==> src/logic/port_gate_consts.svh <==
// register map, reset values and field widths of the port gating block
`ifndef PORT_GATE_CONSTS_SVH
`define PORT_GATE_CONSTS_SVH

`define PG_ADDR_W         12
`define PG_DATA_W         32
`define PG_PORT_N         5
`define PG_OFS_DEEP_GATE  12'h128
`define PG_OFS_FAULT_STAT 12'h130
`define PG_OFS_FAULT_MASK 12'h134
`define PG_RST_GATE       5'h00
`define PG_RST_STAT       5'h00
`define PG_RST_MASK       5'h00
`define PG_RST_WORD       32'h0000_0000
`define PG_UPPER_ZERO     27'h000_0000

`endif

==> src/logic/port_gate_pkg.sv <==
// types shared by the port gating block
package port_gate_pkg;

    // power operating mode seen by the gating selector
    typedef enum logic [1:0] {
        MODE_RUN,
        MODE_SLEEP,
        MODE_DEEP
    } pwr_mode_e;

    typedef logic [4:0]  port_vec_t;
    typedef logic [31:0] word_t;

    // whole state of the gating block
    typedef struct packed {
        port_vec_t gate;
        port_vec_t clk_en;
        port_vec_t status;
        port_vec_t mask;
        port_vec_t fault;
        word_t     rdata;
    } gate_state_s;

endpackage : port_gate_pkg

==> src/logic/deep_sleep_port_clock_gating.sv <==
// deep-sleep clock gating control for five general-purpose ports
`timescale 1ns/1ps
`include "port_gate_consts.svh"

module deep_sleep_port_clock_gating (
    input  wire logic        clk_sys_in,
    input  wire logic        rst_n_in,
    // register port
    input  wire logic [11:0] reg_addr_in,
    input  wire logic [31:0] reg_wdata_in,
    input  wire logic        reg_write_in,
    input  wire logic        reg_read_in,
    output logic      [31:0] reg_rdata_out,
    // gating context from the system control logic
    input  wire logic [4:0]  run_gate_reg_in,
    input  wire logic [4:0]  sleep_gate_reg_in,
    input  wire logic        auto_gate_select_in,
    input  wire logic        sleep_mode_in,
    input  wire logic        deep_sleep_mode_in,
    // port side
    input  wire logic [4:0]  port_access_in,
    output logic      [4:0]  port_clk_en_out,
    output logic      [4:0]  port_fault_out,
    output logic             bus_fault_out,
    output logic             irq_out
);

    port_gate_pkg::gate_state_s state;
    port_gate_pkg::gate_state_s next_state;
    port_gate_pkg::pwr_mode_e   mode;
    port_gate_pkg::port_vec_t   sel_gate;
    port_gate_pkg::port_vec_t   fault_hit;

    // operating mode; deep sleep outranks ordinary sleep
    always_comb begin
        if (deep_sleep_mode_in) begin
            mode = port_gate_pkg::MODE_DEEP;
        end else if (sleep_mode_in) begin
            mode = port_gate_pkg::MODE_SLEEP;
        end else begin
            mode = port_gate_pkg::MODE_RUN;
        end
    end

    // per-port gate source selection and fault detection
    genvar i;
    generate
        for (i = 0; i < `PG_PORT_N; i++) begin : g_port
            always_comb begin
                if (!auto_gate_select_in) begin
                    sel_gate[i] = run_gate_reg_in[i];
                end else begin
                    unique case (mode)
                        port_gate_pkg::MODE_DEEP:
                            sel_gate[i] = state.gate[i];
                        port_gate_pkg::MODE_SLEEP:
                            sel_gate[i] = sleep_gate_reg_in[i];
                        port_gate_pkg::MODE_RUN:
                            sel_gate[i] = run_gate_reg_in[i];
                        default:
                            sel_gate[i] = 1'b0;
                    endcase
                end
            end
            // access to an unclocked port
            assign fault_hit[i] = port_access_in[i] & ~state.clk_en[i];
        end
    endgenerate

    // next-state logic: registers, enables, faults, read data
    always_comb begin
        logic rd_stat;
        rd_stat = reg_read_in && (reg_addr_in == `PG_OFS_FAULT_STAT);
        next_state = state;
        next_state.clk_en = sel_gate;
        next_state.fault  = fault_hit;
        next_state.rdata  = `PG_RST_WORD;
        // register writes; only the port bits are stored
        if (reg_write_in) begin
            unique case (reg_addr_in)
                `PG_OFS_DEEP_GATE:
                    next_state.gate = reg_wdata_in[4:0];
                `PG_OFS_FAULT_MASK:
                    next_state.mask = reg_wdata_in[4:0];
                default: ;
            endcase
        end
        // register reads, upper bits zero
        if (reg_read_in) begin
            unique case (reg_addr_in)
                `PG_OFS_DEEP_GATE:
                    next_state.rdata = {`PG_UPPER_ZERO, state.gate};
                `PG_OFS_FAULT_STAT:
                    next_state.rdata = {`PG_UPPER_ZERO, state.status};
                `PG_OFS_FAULT_MASK:
                    next_state.rdata = {`PG_UPPER_ZERO, state.mask};
                default:
                    next_state.rdata = `PG_RST_WORD;
            endcase
        end
        // sticky fault status; a new fault wins over read-clear
        if (rd_stat) begin
            next_state.status = fault_hit;
        end else begin
            next_state.status = state.status | fault_hit;
        end
    end

    // state register, synchronous active-low reset
    always_ff @(posedge clk_sys_in) begin
        if (!rst_n_in) begin
            state.gate   <= `PG_RST_GATE;
            state.clk_en <= `PG_RST_GATE;
            state.status <= `PG_RST_STAT;
            state.mask   <= `PG_RST_MASK;
            state.fault  <= `PG_RST_GATE;
            state.rdata  <= `PG_RST_WORD;
        end else begin
            state <= next_state;
        end
    end

    // outputs
    assign reg_rdata_out   = state.rdata;
    assign port_clk_en_out = state.clk_en;
    assign port_fault_out  = state.fault;
    assign bus_fault_out   = |state.fault;
    assign irq_out         = |(state.status & state.mask);

    // checks
    chk_reset_gates_clear: assert property (
        @(posedge clk_sys_in)
        !rst_n_in |=> (state.gate == `PG_RST_GATE)
                      && (port_clk_en_out == `PG_RST_GATE))
        else $error("gating bits not clear after reset");

    chk_deep_gate_used: assert property (
        @(posedge clk_sys_in) disable iff (!rst_n_in)
        (auto_gate_select_in && deep_sleep_mode_in)
        |=> (port_clk_en_out == $past(state.gate)))
        else $error("deep-sleep enables not applied in deep sleep");

    chk_sleep_gate_used: assert property (
        @(posedge clk_sys_in) disable iff (!rst_n_in)
        (auto_gate_select_in && sleep_mode_in && !deep_sleep_mode_in)
        |=> (port_clk_en_out == $past(sleep_gate_reg_in)))
        else $error("sleep enables not applied in sleep");

    chk_run_gate_used: assert property (
        @(posedge clk_sys_in) disable iff (!rst_n_in)
        (!auto_gate_select_in || (!sleep_mode_in && !deep_sleep_mode_in))
        |=> (port_clk_en_out == $past(run_gate_reg_in)))
        else $error("run enables not applied");

    chk_fault_on_gated: assert property (
        @(posedge clk_sys_in) disable iff (!rst_n_in)
        (|(port_access_in & ~port_clk_en_out))
        |=> bus_fault_out)
        else $error("access to gated port did not fault");

    chk_no_fault_clocked: assert property (
        @(posedge clk_sys_in) disable iff (!rst_n_in)
        (|port_access_in) && ((port_access_in & ~port_clk_en_out) == 5'h00)
        |=> !bus_fault_out)
        else $error("access to clocked port faulted");

    chk_write_readback: assert property (
        @(posedge clk_sys_in) disable iff (!rst_n_in)
        (reg_write_in && reg_addr_in == `PG_OFS_DEEP_GATE)
        ##1 (reg_read_in && reg_addr_in == `PG_OFS_DEEP_GATE
             && !reg_write_in)
        |=> (reg_rdata_out[4:0] == $past(reg_wdata_in[4:0], 2)))
        else $error("gating bits did not read back as written");

    chk_upper_zero: assert property (
        @(posedge clk_sys_in) disable iff (!rst_n_in)
        $past(reg_read_in) && $past(reg_addr_in) == `PG_OFS_DEEP_GATE
        |-> (reg_rdata_out[31:5] == `PG_UPPER_ZERO))
        else $error("reserved bits did not read zero");

    chk_upper_unstored: assert property (
        @(posedge clk_sys_in) disable iff (!rst_n_in)
        (reg_write_in && reg_addr_in == `PG_OFS_DEEP_GATE)
        |=> (state.gate == $past(reg_wdata_in[4:0])))
        else $error("write did not store only the port bits");

    // access to gated port a faults next cycle
    chk_fault_port_a: assert property (
        @(posedge clk_sys_in) disable iff (!rst_n_in)
        (port_access_in[0] && !port_clk_en_out[0])
        |=> port_fault_out[0])
        else $error("gated port a access did not fault");

    // access to gated port c faults next cycle
    chk_fault_port_c: assert property (
        @(posedge clk_sys_in) disable iff (!rst_n_in)
        (port_access_in[2] && !port_clk_en_out[2])
        |=> port_fault_out[2])
        else $error("gated port c access did not fault");

    // access to gated port e faults next cycle
    chk_fault_port_e: assert property (
        @(posedge clk_sys_in) disable iff (!rst_n_in)
        (port_access_in[4] && !port_clk_en_out[4])
        |=> port_fault_out[4])
        else $error("gated port e access did not fault");

    // clocked port a never faults
    chk_clocked_port_a: assert property (
        @(posedge clk_sys_in) disable iff (!rst_n_in)
        (port_access_in[0] && port_clk_en_out[0])
        |=> !port_fault_out[0])
        else $error("clocked port a access faulted");

    // clocked port e never faults
    chk_clocked_port_e: assert property (
        @(posedge clk_sys_in) disable iff (!rst_n_in)
        (port_access_in[4] && port_clk_en_out[4])
        |=> !port_fault_out[4])
        else $error("clocked port e access faulted");

    // no access, no fault
    chk_no_access_quiet: assert property (
        @(posedge clk_sys_in) disable iff (!rst_n_in)
        (port_access_in == 5'h00)
        |=> (port_fault_out == 5'h00))
        else $error("fault without any access");

    // bus fault clears the cycle after accesses stop
    chk_bus_fault_pulse: assert property (
        @(posedge clk_sys_in) disable iff (!rst_n_in)
        (port_access_in == 5'h00)
        |=> !bus_fault_out)
        else $error("bus fault stood without an access");

    // a fault leaves a sticky status bit
    chk_status_set: assert property (
        @(posedge clk_sys_in) disable iff (!rst_n_in)
        (|(port_access_in & ~port_clk_en_out))
        |=> (state.status != `PG_RST_STAT))
        else $error("fault did not set status");

    // status bits only grow until read
    chk_status_sticky: assert property (
        @(posedge clk_sys_in) disable iff (!rst_n_in)
        (!reg_read_in || reg_addr_in != `PG_OFS_FAULT_STAT)
        |=> ((state.status & $past(state.status)) == $past(state.status)))
        else $error("status bit lost without a read");

    // quiet status read clears every bit
    chk_status_clear: assert property (
        @(posedge clk_sys_in) disable iff (!rst_n_in)
        (reg_read_in && reg_addr_in == `PG_OFS_FAULT_STAT && !(|port_access_in))
        |=> (state.status == `PG_RST_STAT))
        else $error("status read did not clear");

    // status read returns the bits held
    chk_status_value: assert property (
        @(posedge clk_sys_in) disable iff (!rst_n_in)
        (reg_read_in && reg_addr_in == `PG_OFS_FAULT_STAT)
        |=> (reg_rdata_out[4:0] == $past(state.status)))
        else $error("status read returned wrong bits");

    // read data stands one cycle, then zero
    chk_rdata_idle: assert property (
        @(posedge clk_sys_in) disable iff (!rst_n_in)
        !reg_read_in
        |=> (reg_rdata_out == `PG_RST_WORD))
        else $error("read data not zero without a read");

    // mask read returns the bits held
    chk_mask_value: assert property (
        @(posedge clk_sys_in) disable iff (!rst_n_in)
        (reg_read_in && reg_addr_in == `PG_OFS_FAULT_MASK)
        |=> (reg_rdata_out[4:0] == $past(state.mask)))
        else $error("mask read returned wrong bits");

    // mask write stores the port bits
    chk_mask_write: assert property (
        @(posedge clk_sys_in) disable iff (!rst_n_in)
        (reg_write_in && reg_addr_in == `PG_OFS_FAULT_MASK)
        |=> (state.mask == $past(reg_wdata_in[4:0])))
        else $error("mask write not stored");

    // mask holds without a write
    chk_mask_hold: assert property (
        @(posedge clk_sys_in) disable iff (!rst_n_in)
        !(reg_write_in && reg_addr_in == `PG_OFS_FAULT_MASK)
        |=> $stable(state.mask))
        else $error("mask changed without a write");

    // gating bits hold without a write
    chk_gate_hold: assert property (
        @(posedge clk_sys_in) disable iff (!rst_n_in)
        !(reg_write_in && reg_addr_in == `PG_OFS_DEEP_GATE)
        |=> $stable(state.gate))
        else $error("gating bits changed without a write");

    // reset clears read data and faults
    chk_reset_outputs: assert property (
        @(posedge clk_sys_in)
        !rst_n_in
        |=> (reg_rdata_out == `PG_RST_WORD) && !bus_fault_out)
        else $error("outputs not clear after reset");

    // reset clears status and interrupt
    chk_reset_irq: assert property (
        @(posedge clk_sys_in)
        !rst_n_in
        |=> !irq_out && (state.status == `PG_RST_STAT))
        else $error("interrupt not clear after reset");

    // manual select keeps the run set
    chk_manual_run: assert property (
        @(posedge clk_sys_in) disable iff (!rst_n_in)
        !auto_gate_select_in
        |=> (port_clk_en_out == $past(run_gate_reg_in)))
        else $error("run set not used without auto select");

    // deep sleep with bit a clear stops port a
    chk_deep_port_a_off: assert property (
        @(posedge clk_sys_in) disable iff (!rst_n_in)
        (auto_gate_select_in && deep_sleep_mode_in && !state.gate[0])
        |=> !port_clk_en_out[0])
        else $error("port a clocked in deep sleep");

    // deep sleep with bit e set clocks port e
    chk_deep_port_e_on: assert property (
        @(posedge clk_sys_in) disable iff (!rst_n_in)
        (auto_gate_select_in && deep_sleep_mode_in && state.gate[4])
        |=> port_clk_en_out[4])
        else $error("port e not clocked in deep sleep");

endmodule : deep_sleep_port_clock_gating

==> config.mk <==
export PLATFORM = sky130hd
export DESIGN_NAME = deep_sleep_port_clock_gating
export DESIGN_NICKNAME = d
export VERILOG_FILES = /design/src/logic/port_gate_pkg.sv /design/src/logic/deep_sleep_port_clock_gating.sv
export VERILOG_INCLUDE_DIRS = /design/src /design/src/logic
export SDC_FILE = /design/constraint.sdc
export NUM_CORES = 1
export LEC_CHECK = 0
export BUFFER_PORTS_ARGS = -buffer_cell sky130_fd_sc_hd__buf_2
export CAP_MARGIN = 25
export CORE_MARGIN = 5
export CORE_UTILIZATION = 45
export DETAILED_ROUTE_END_ITERATION = 8
export HOLD_SLACK_MARGIN = 0.02
export MAX_ROUTING_LAYER = met4
export PLACE_DENSITY = 0.85
export SKIP_LAST_GASP = 1
export SLEW_MARGIN = 20
export SYNTH_ARGS = -nofsm -noshare
export SYNTH_HDL_FRONTEND = slang
export SYNTH_SLANG_ARGS = --single-unit
==> constraint.sdc <==
create_clock -name clk_sys_in -period 1.9 [get_ports clk_sys_in]
set_input_delay 0 -clock clk_sys_in [delete_from_list [all_inputs] [get_ports clk_sys_in]]
set_output_delay 0 -clock clk_sys_in [all_outputs]
set_load 0.02 [all_outputs]
## Word level (Yosys, flattened, before mapping)

Index checks and enable logic that the tools add are counted.

- Register bits: 57
- Latch bits: 0
- Bits in writable memories: 0
- ROM bits: 0
- Bits of input ports: 66
- Logic and storage cells: 44
- Memories: 0

- Add/sub/neg operators: 0
- $mul: 0
- Divide/modulo/power cells: 0
- $lt $le $gt $ge: 0
- Equality and inequality tests: 5
- Shift-type cells: 0
- Muxes and demuxes: 14
- Bitwise operators: 12
- Reductions and logical operators: 7

Operators by type and width:

| cell | number |
|---|---|
| $eq 12x9->1 const B | 3 |
| $pmux 1 s3 | 5 |
| $pmux 5 s3 | 1 |
| $reduce_or 5->1 | 2 |
| $mux 1 | 6 |
| $reduce_and 2->1 | 3 |
| $and 1x1->1 | 5 |
| $and 5x5->5 | 1 |
| $mux 5 | 1 |
| $not 1->1 | 5 |
| $or 5x5->5 | 1 |
| $eq 2x1->1 const B | 1 |
| $eq 2x2->1 const B | 1 |
| $logic_not 2->1 | 1 |
| $mux 2 | 1 |
| $logic_and 1x1->1 | 1 |

## Logic depth before layout (Yosys ltp)

Gate-level depths: netlist of the first run.

- Word-level depth: 5
- Mapped depth: 4

## Least setup slack after synthesis of the first run

Ideal clock, no wire load.

- Path kind: input -> register
- From: input port reg_addr_in[11]
- To: register state (netlist bit reg_rdata_out[0])
- Arrival time: 1.219 ns
- Data required time: 1.814 ns
- Slack: 0.595 ns
- Stages: 3
- Path buffers: 0
- Cell sequence: or4_4 > or4_4 > a211oi_1

- Word-level cells in the longest chain between the ends: 2
- Elaborated cells on any way between the ends: 4
- Those cells by class: eq/ne (3); mux (1)

Ends and longest elaborated chain:

| item | RTL line | text |
|---|---|---|
| from (decl) | deep_sleep_port_clock_gating.sv:9 | `input wire logic [11:0] reg_addr_in,` |
| $eq 12x9->1 | deep_sleep_port_clock_gating.sv:90 | `unique case (reg_addr_in)` |
| $pmux 5 s3 * | deep_sleep_port_clock_gating.sv:90 |  |
| to (signal assigned) | deep_sleep_port_clock_gating.sv:119 | `state <= next_state;` |
| to (decl) | deep_sleep_port_clock_gating.sv:28 | `port_gate_pkg::gate_state_s state;` |

Every way passes the cells marked *; elsewhere a longest branch is shown, timed or not.
A chain may end at the register's enable or synchronous reset.

## Final worst setup path of the first run

- From: register state[45] in the netlist's numbering
- To: output port irq_out

- Word-level cells in the longest chain between the ends: 2

Ends and longest elaborated chain:

| item | RTL line | text |
|---|---|---|
| $and 5x5->5 | deep_sleep_port_clock_gating.sv:128 | `assign irq_out = \|(state.status & state.mask);` |
| $reduce_or 5->1 | deep_sleep_port_clock_gating.sv:128 |  |
| to (decl) | deep_sleep_port_clock_gating.sv:25 | `output logic irq_out` |

No other way between the ends.

==> results of run 1 <==
==> cell usage in the layout (no fill, tap or decap), drive strengths merged, types with 4 or more instances in the layout <==
cell and instances:
a211oi 5, a21o 5, a21oi 5, and3b 6, buf 56, clkbuf 7, conb 27, dfxtp 30
dlygate4sd3 11, mux2i 10, nand2 29, nand3b 11, o21bai 5, o221ai 5, o22ai 4
==> Yosys cell counts (2+ instances only) <==
master and number:
clkbuf_1 7, mux2i_1 10, dfxtp_1 30, inv_1 2, nand4bb_1 2, buf_4 42, a21o_1 5, o22ai_1 4
nand2_1 29, and3b_1 6, o221ai_1 5, nand3b_1 11, a21oi_1 5, or4_4 2, a211oi_1 5, o21bai_1 5
nor4_4 2, o21ai_0 2
==> through the flow <==
stage	setup slack, ps	hold slack [ps]
6_report	674	25.7
2_1_floorplan	595	164
3_5_place_dp	404	287
5_1_grt	612	42.7
3_3_place_gp	422	279
4_1_cts	657	26.2
==> per-layer routing <==
| layer | vias up | global-route usage [%] |
|---|---|---|
| met1 | 634 | 15.2 |
| met2 | 55 | 25.1 |
| met3 | 10 | 5.97 |
| li1 | 685 | - |
| met5 | - | - |
| met4 | 0 | 9.39 |
==> logic make-up (layout without fill, tap and decap cells) <==
kind of cell    Yosys count  count (layout)
compound gates           33              33
buf+inv                  51              77
flops                    30              30
mux                      10              10
other cells               1              27
simple gates             59              59
==> flip-flops by register name, indices dropped and copies added (netlist names) <==
name,flops
port_clk_en_out,5
state,15
port_fault_out,5
reg_rdata_out,5
==> worst max-delay path, stage by stage (launching register included) <==
cell and delay, ps:
dfxtp_1 340, a222oi_1 340, nand2_1 100, buf_2 170
==> timing repair <==
action / CTS / global route
setup buffers: 0 / 0
hold buffers: 11 / 0
resized for setup: 0 / 0
hold endpoints to repair: 16 / 0
==> power by group through the flow <==
stage / registers, µW / clock network, µW / logic (µW)
2_1_floorplan: 680 / 0 / 205
3_3_place_gp: 684 / 0 / 213
3_5_place_dp: 685 / 0 / 217
4_1_cts: 671 / 624 / 235
5_1_grt: 674 / 660 / 260
6_report: 671 / 611 / 237
==> final cells by class <==
class	instances	share of cell area [%]
Multi-Input combinational cell	129	41.3
Timing Repair Buffer	67	19.7
Clock buffer	7	3.84
Inverter	2	0.377
Tap cell	48	3.02
Clock inverter	1	1.51
Sequential cell	30	30.2
==> final timing paths <==
path | cells after the start | to
min reg2reg | 2 | state[53]
min | 3 | port_clk_en_out[1]
max | 3 | irq_out
max reg2reg | 3 | reg_rdata_out[2]
==> results.py, run 1 <==
metrics = {
    "yosys": {
        "avgSynthCellArea_um2": 9.10,
        "yosysUniqueCellTypes": 28,
        "synth_compound_area_share_pct": 14.0,
        "syn_area_mm2": 0.00167,
        "synth_cells": 184,
        "yosys.area_share.simple_pct": 23.1,
        "synth_top_area_share_pct": 35.9,
        "async_flop_share_pct": 0,
        "ys.flop_type": "dfxtp_1",
        "synth_edf_count": 0,
        "yosys.area_share.adder_pct": 0,
        "synthXorXnorAreaFrac_pct": 0,
        "yosys_warnings": 0,
        "synth_top_family_by_area": "simple AND/OR/NAND/NOR gates",
        "yosysSeqAreaShare_pct": 35.9,
        "yosys.area.top_type": "dfxtp_1",
        "synth_seq_cells": 30,
        "synth_area_leaders": "dfxtp_1 36%, buf_4 19%, nand2_1 6.5%, mux2i_1 6.0%, nand3b_1 4.9%",
        "synth_mux_area_share_pct": 5.98,
    },
    "power_and_ir_drop": {
        "p_leak_uw": 0.000874,
        "power_frac_seq_pct": 44.2,
        "p_per_area_mw_per_mm2": 764,
        "power_uw": 1520,
        "power.switching_uw": 382,
        "combPwrFrac_pct": 15.6,
        "clkPwrFrac_pct": 40.2,
        "vdd_drop_max_mv": 0.489,
        "p_int_uw": 1140,
        "switching_share_pct": 25.1,
    },
    "floorplan": {
        "die_w_um": 71.0,
        "start_util_pct": 46.1,
        "die_height_um": 71.0,
        "coreArea_mm2": 0.00363,
        "fp.dieArea_mm2": 0.00504,
        "ios": 110,
        "rows": 22,
    },
    "detailed_routing": {
        "drc": 0,
        "route.met3.wl_um": 284,
        "wl_mm": 3.68,
        "vias": 1384,
        "drt-met1-wl_mm": 1.41,
        "vias_per_cell": 4.87,
        "drt-initial-drc-count": 45,
        "dr.pass1.iters": 6,
        "routed.top_layer": "met4",
        "ant_nets": 0,
        "wl_per_cell_um": 12.9,
        "met2WireLength_mm": 1.85,
    },
    "min_path": {
        "hold_path.class": "input port to flip-flop",
        "min_from": "sleep_gate_reg_in[1]",
    },
    "cells_and_area": {
        "num-fill-cells": 325,
        "fin_area_mm2": 0.00199,
        "fin_cells": 284,
        "diodes": 0,
        "area_growth_pct": 18.8,
        "drive_above_1_share_pct": 28.4,
        "finish.utilization_pct": 54.8,
        "nets": 301,
        "multi_input_area_um2": 822,
        "seq_area_um2": 601,
    },
    "setup_path": {
        "rrSetupSlack_ps": 940,
        "cp-start-kind": "flip-flop",
        "r2r_start": "state[54]",
        "critPathLaunch": "state[45]",
        "cp-end-kind": "output port",
        "path_max_fanout": 3,
        "cp.arrival_ps": 1230,
        "worstPathRequired_ps": 1900,
        "path_class": "flip-flop to output port",
    },
    "placement": {
        "hpwl_mm": 2.84,
        "dp.cells": 265,
        "dpl_cell_area_mm2": 0.00177,
        "gp_routability_congestion": 0.755,
        "numPortBuffers": 55,
    },
    "timing": {
        "max_freq_mhz": 816,
        "min_period_ps": 1230,
        "tightest_slew_ps": 587,
        "rsz0062_at_grt": "false",
        "fin_crit_sh_pct": 64.5,
        "setup_tns_ps": 0,
        "setup_viol": 0,
        "slew_violations": 0,
        "slew_headroom_pct": 60.6,
        "hold_viol": 0,
        "skew_ps": 8.55,
    },
    "global_route": {
        "grt_first_pass_wirelength_mm": 5.82,
        "grt_overflow": 0,
        "track_usage_pct": 15.3,
        "antenna_found_initial": 0,
        "grt_max_degree": 31,
        "grt_pass1_vias": 1342,
    },
    "clock_tree": {
        "cts_buffers": 5,
        "clkLatencyLatePin_ps": 280,
        "cts_tree": "done",
        "cts_sinks": 30,
        "h-tree-depth": 2,
        "cts_buffer_depth": 2,
        "cts_root_buf": "clkbuf_8",
        "cts.clk_slew.worst_paths_ps": 60,
    },
    "outcome": {
        "status": "finished, final reports clean",
    },
    "run": {
        "max-cap-violations": 0,
    },
}
No activity file was read; power rests on OpenSTA's default activity.
==> inputs of run 2 (changes only) <==
--- a/config.mk
+++ b/config.mk
@@ -9,11 +9,11 @@
 export BUFFER_PORTS_ARGS = -buffer_cell sky130_fd_sc_hd__buf_2
 export CAP_MARGIN = 25
 export CORE_MARGIN = 5
-export CORE_UTILIZATION = 45
+export CORE_UTILIZATION = 42
 export DETAILED_ROUTE_END_ITERATION = 8
 export HOLD_SLACK_MARGIN = 0.02
 export MAX_ROUTING_LAYER = met4
-export PLACE_DENSITY = 0.85
+export PLACE_DENSITY = 0.8
 export SKIP_LAST_GASP = 1
 export SLEW_MARGIN = 20
 export SYNTH_ARGS = -nofsm -noshare
==> constraint.sdc (replaced) <==
create_clock -name clk_sys_in -period 1.25 [get_ports clk_sys_in]
set_input_delay 0 -clock clk_sys_in [delete_from_list [all_inputs] [get_ports clk_sys_in]]
set_output_delay 0 -clock clk_sys_in [all_outputs]
set_load 0.02 [all_outputs]
==> run 2 against run 1 <==
Compared with the run above:
- hold slack improved by 5.7 ps
- critical endpoint is now reg_rdata_out[0]
- combinational power increased by 57%
- wire length grew 5.4%
- critical path type is now input port to flip-flop
- global-route usage fell by 0.29 points
- largest power group unchanged
- critical path depth is 1 higher
- sequential power rose by 52%
==> results.py, run 2 (synthesis gave the netlist of run 1 again) <==
metrics = {
    "outcome": {
        "status": "finished, final reports clean",
    },
    "timing": {
        "rsz0062_at_grt": "true",
        "fin_crit_sh_pct": 97.0,
        "min_period_ps": 1210,
        "skew_ps": 5.43,
        "setup_tns_ps": 0,
        "setup_viol": 0,
        "timing.final.ws_setup_ps": 37.6,
        "hold_viol": 0,
        "slew_violations": 0,
        "max_freq_mhz": 825,
    },
    "setup_path": {
        "cp-start-kind": "input port",
        "path_class": "input port to flip-flop",
        "cp.arrival_ps": 1400,
        "cp-end-kind": "flip-flop",
        "path_max_fanout": 5,
        "worstPathRequired_ps": 1440,
    },
    "detailed_routing": {
        "dr.pass1.iters": 4,
        "wl_mm": 3.87,
        "met2WireLength_mm": 1.99,
        "wl_per_cell_um": 13.2,
        "drc": 0,
        "ant_nets": 0,
        "drt-met1-wl_mm": 1.48,
        "routed.top_layer": "met4",
        "route.met3.wl_um": 285,
        "vias": 1411,
        "drt-initial-drc-count": 85,
        "vias_per_cell": 4.82,
    },
    "clock_tree": {
        "cts_tree": "done",
        "cts_buffers": 5,
        "post_cts_buffers": 0,
        "cts_sinks": 30,
        "cts_buffer_depth": 2,
        "h-tree-depth": 2,
        "cts_root_buf": "clkbuf_8",
        "cts.clk_slew.worst_paths_ps": 60,
        "clkLatencyLatePin_ps": 280,
    },
    "cells_and_area": {
        "diodes": 0,
        "multi_input_area_um2": 827,
        "num-fill-cells": 361,
        "drive_above_1_share_pct": 33.3,
        "layout_common_cells": "54 x buf_2, 29 x nand2_1, 27 x conb_1, 27 x dfxtp_1, 11 x nand3b_1",
        "seq_area_um2": 604,
        "largest_register_ffs": 15,
        "final_common_cell": "buf_2",
        "regMostFlops": "state",
        "nets": 309,
        "area_growth_pct": 23.7,
    },
    "global_route": {
        "grt_max_degree": 26,
        "antenna_found_initial": 0,
        "grt_first_pass_wirelength_mm": 6.04,
        "grt_pass1_vias": 1345,
        "grt_overflow": 0,
        "track_usage_pct": 15.0,
    },
    "placement": {
        "hpwl_mm": 2.96,
        "place_ws_ps": -244,
        "gp_routability_congestion": 0.851,
        "numPortBuffers": 55,
    },
    "floorplan": {
        "coreArea_mm2": 0.00394,
        "rows": 23,
        "start_util_pct": 42.5,
        "ios": 110,
        "die_w_um": 73.1,
        "die_height_um": 73.1,
        "fp.dieArea_mm2": 0.00535,
    },
    "power_and_ir_drop": {
        "p_per_area_mw_per_mm2": 1140,
        "power_frac_seq_pct": 43.3,
        "clkPwrFrac_pct": 41.0,
        "power.switching_uw": 584,
        "vdd_drop_max_mv": 0.596,
        "p_int_uw": 1780,
        "p_leak_uw": 0.000921,
        "switching_share_pct": 24.7,
        "combPwrFrac_pct": 15.7,
    },
    "run": {
        "max-cap-violations": 0,
    },
    "min_path": {
        "hold_path.class": "input port to flip-flop",
    },
}
run 2: changes by cell type in the layout (fill, tap and decap cells not counted), sizes merged:
cell / before / now
buf: 56 / 65
dlygate4sd3: 11 / 10
clkbuf: 7 / 6
run 2: repair_timing:
item                       CTS  global route
gates resized for setup      0             6
setup endpoints to repair    0             2
hold buffers                10             0
hold endpoints to repair    15             0
run 2: path summary, 6_finish.rpt:
check | from | end | slack [ps] | cells after the start
worst max-delay path | reg_addr_in[11] | reg_rdata_out[0] | 40 | 4
worst min-delay path | sleep_gate_reg_in[0] | port_clk_en_out[0] | 30 | 3
worst max register to register | state[52] | reg_rdata_out[0] | 290 | 3
worst min register to register | state[40] | state[40] | 470 | 2
run 2: cell type report:
class	count	share of cell area, %
Tap cell	50	3.02
Timing Repair Buffer	75	22.1
Sequential cell	30	29.2
Multi-Input combinational cell	129	39.9
Inverter	2	0.363
Clock buffer	6	3.99
Clock inverter	1	1.45
run 2: through the flow:
| step | power [µW] | hold WS, ps | cell area, µm² | std cells | utilization, % |
|---|---|---|---|---|---|
| 2_1_floorplan | 1340 | 164 | 1770 | 210 | - |
| 3_3_place_gp | 1380 | 279 | 1840 | 276 | 46.7 |
| 3_5_place_dp | 1380 | 276 | 1840 | 276 | 46.7 |
| 4_1_cts | 2370 | 25.3 | 2060 | 293 | 52.1 |
| 5_1_grt | 2450 | 54.6 | 2070 | 293 | 52.5 |
| 6_report | 2360 | 31.5 | 2070 | 293 | 52.5 |
run 2: power by group through the flow:
stage,Combinational [µW],Sequential (µW),Clock [µW]
after global routing,407,1020,1020
after CTS,367,1020,984
after global placement,339,1040,0
final,372,1020,969
after floorplan,312,1030,0
after detailed placement,342,1040,0
run 2: layer usage:
| layer | vias up | track usage (%) |
|---|---|---|
| met2 | 66 | 25.6 |
| met1 | 638 | 16.0 |
| met4 | 0 | 8.40 |
| li1 | 696 | - |
| met3 | 11 | 3.17 |
| met5 | - | - |
run 2: critical path, cell delays in order:
cell and delay (ps):
buf_2 100, or4_4 580, or4_4 480, a211oi_1 230
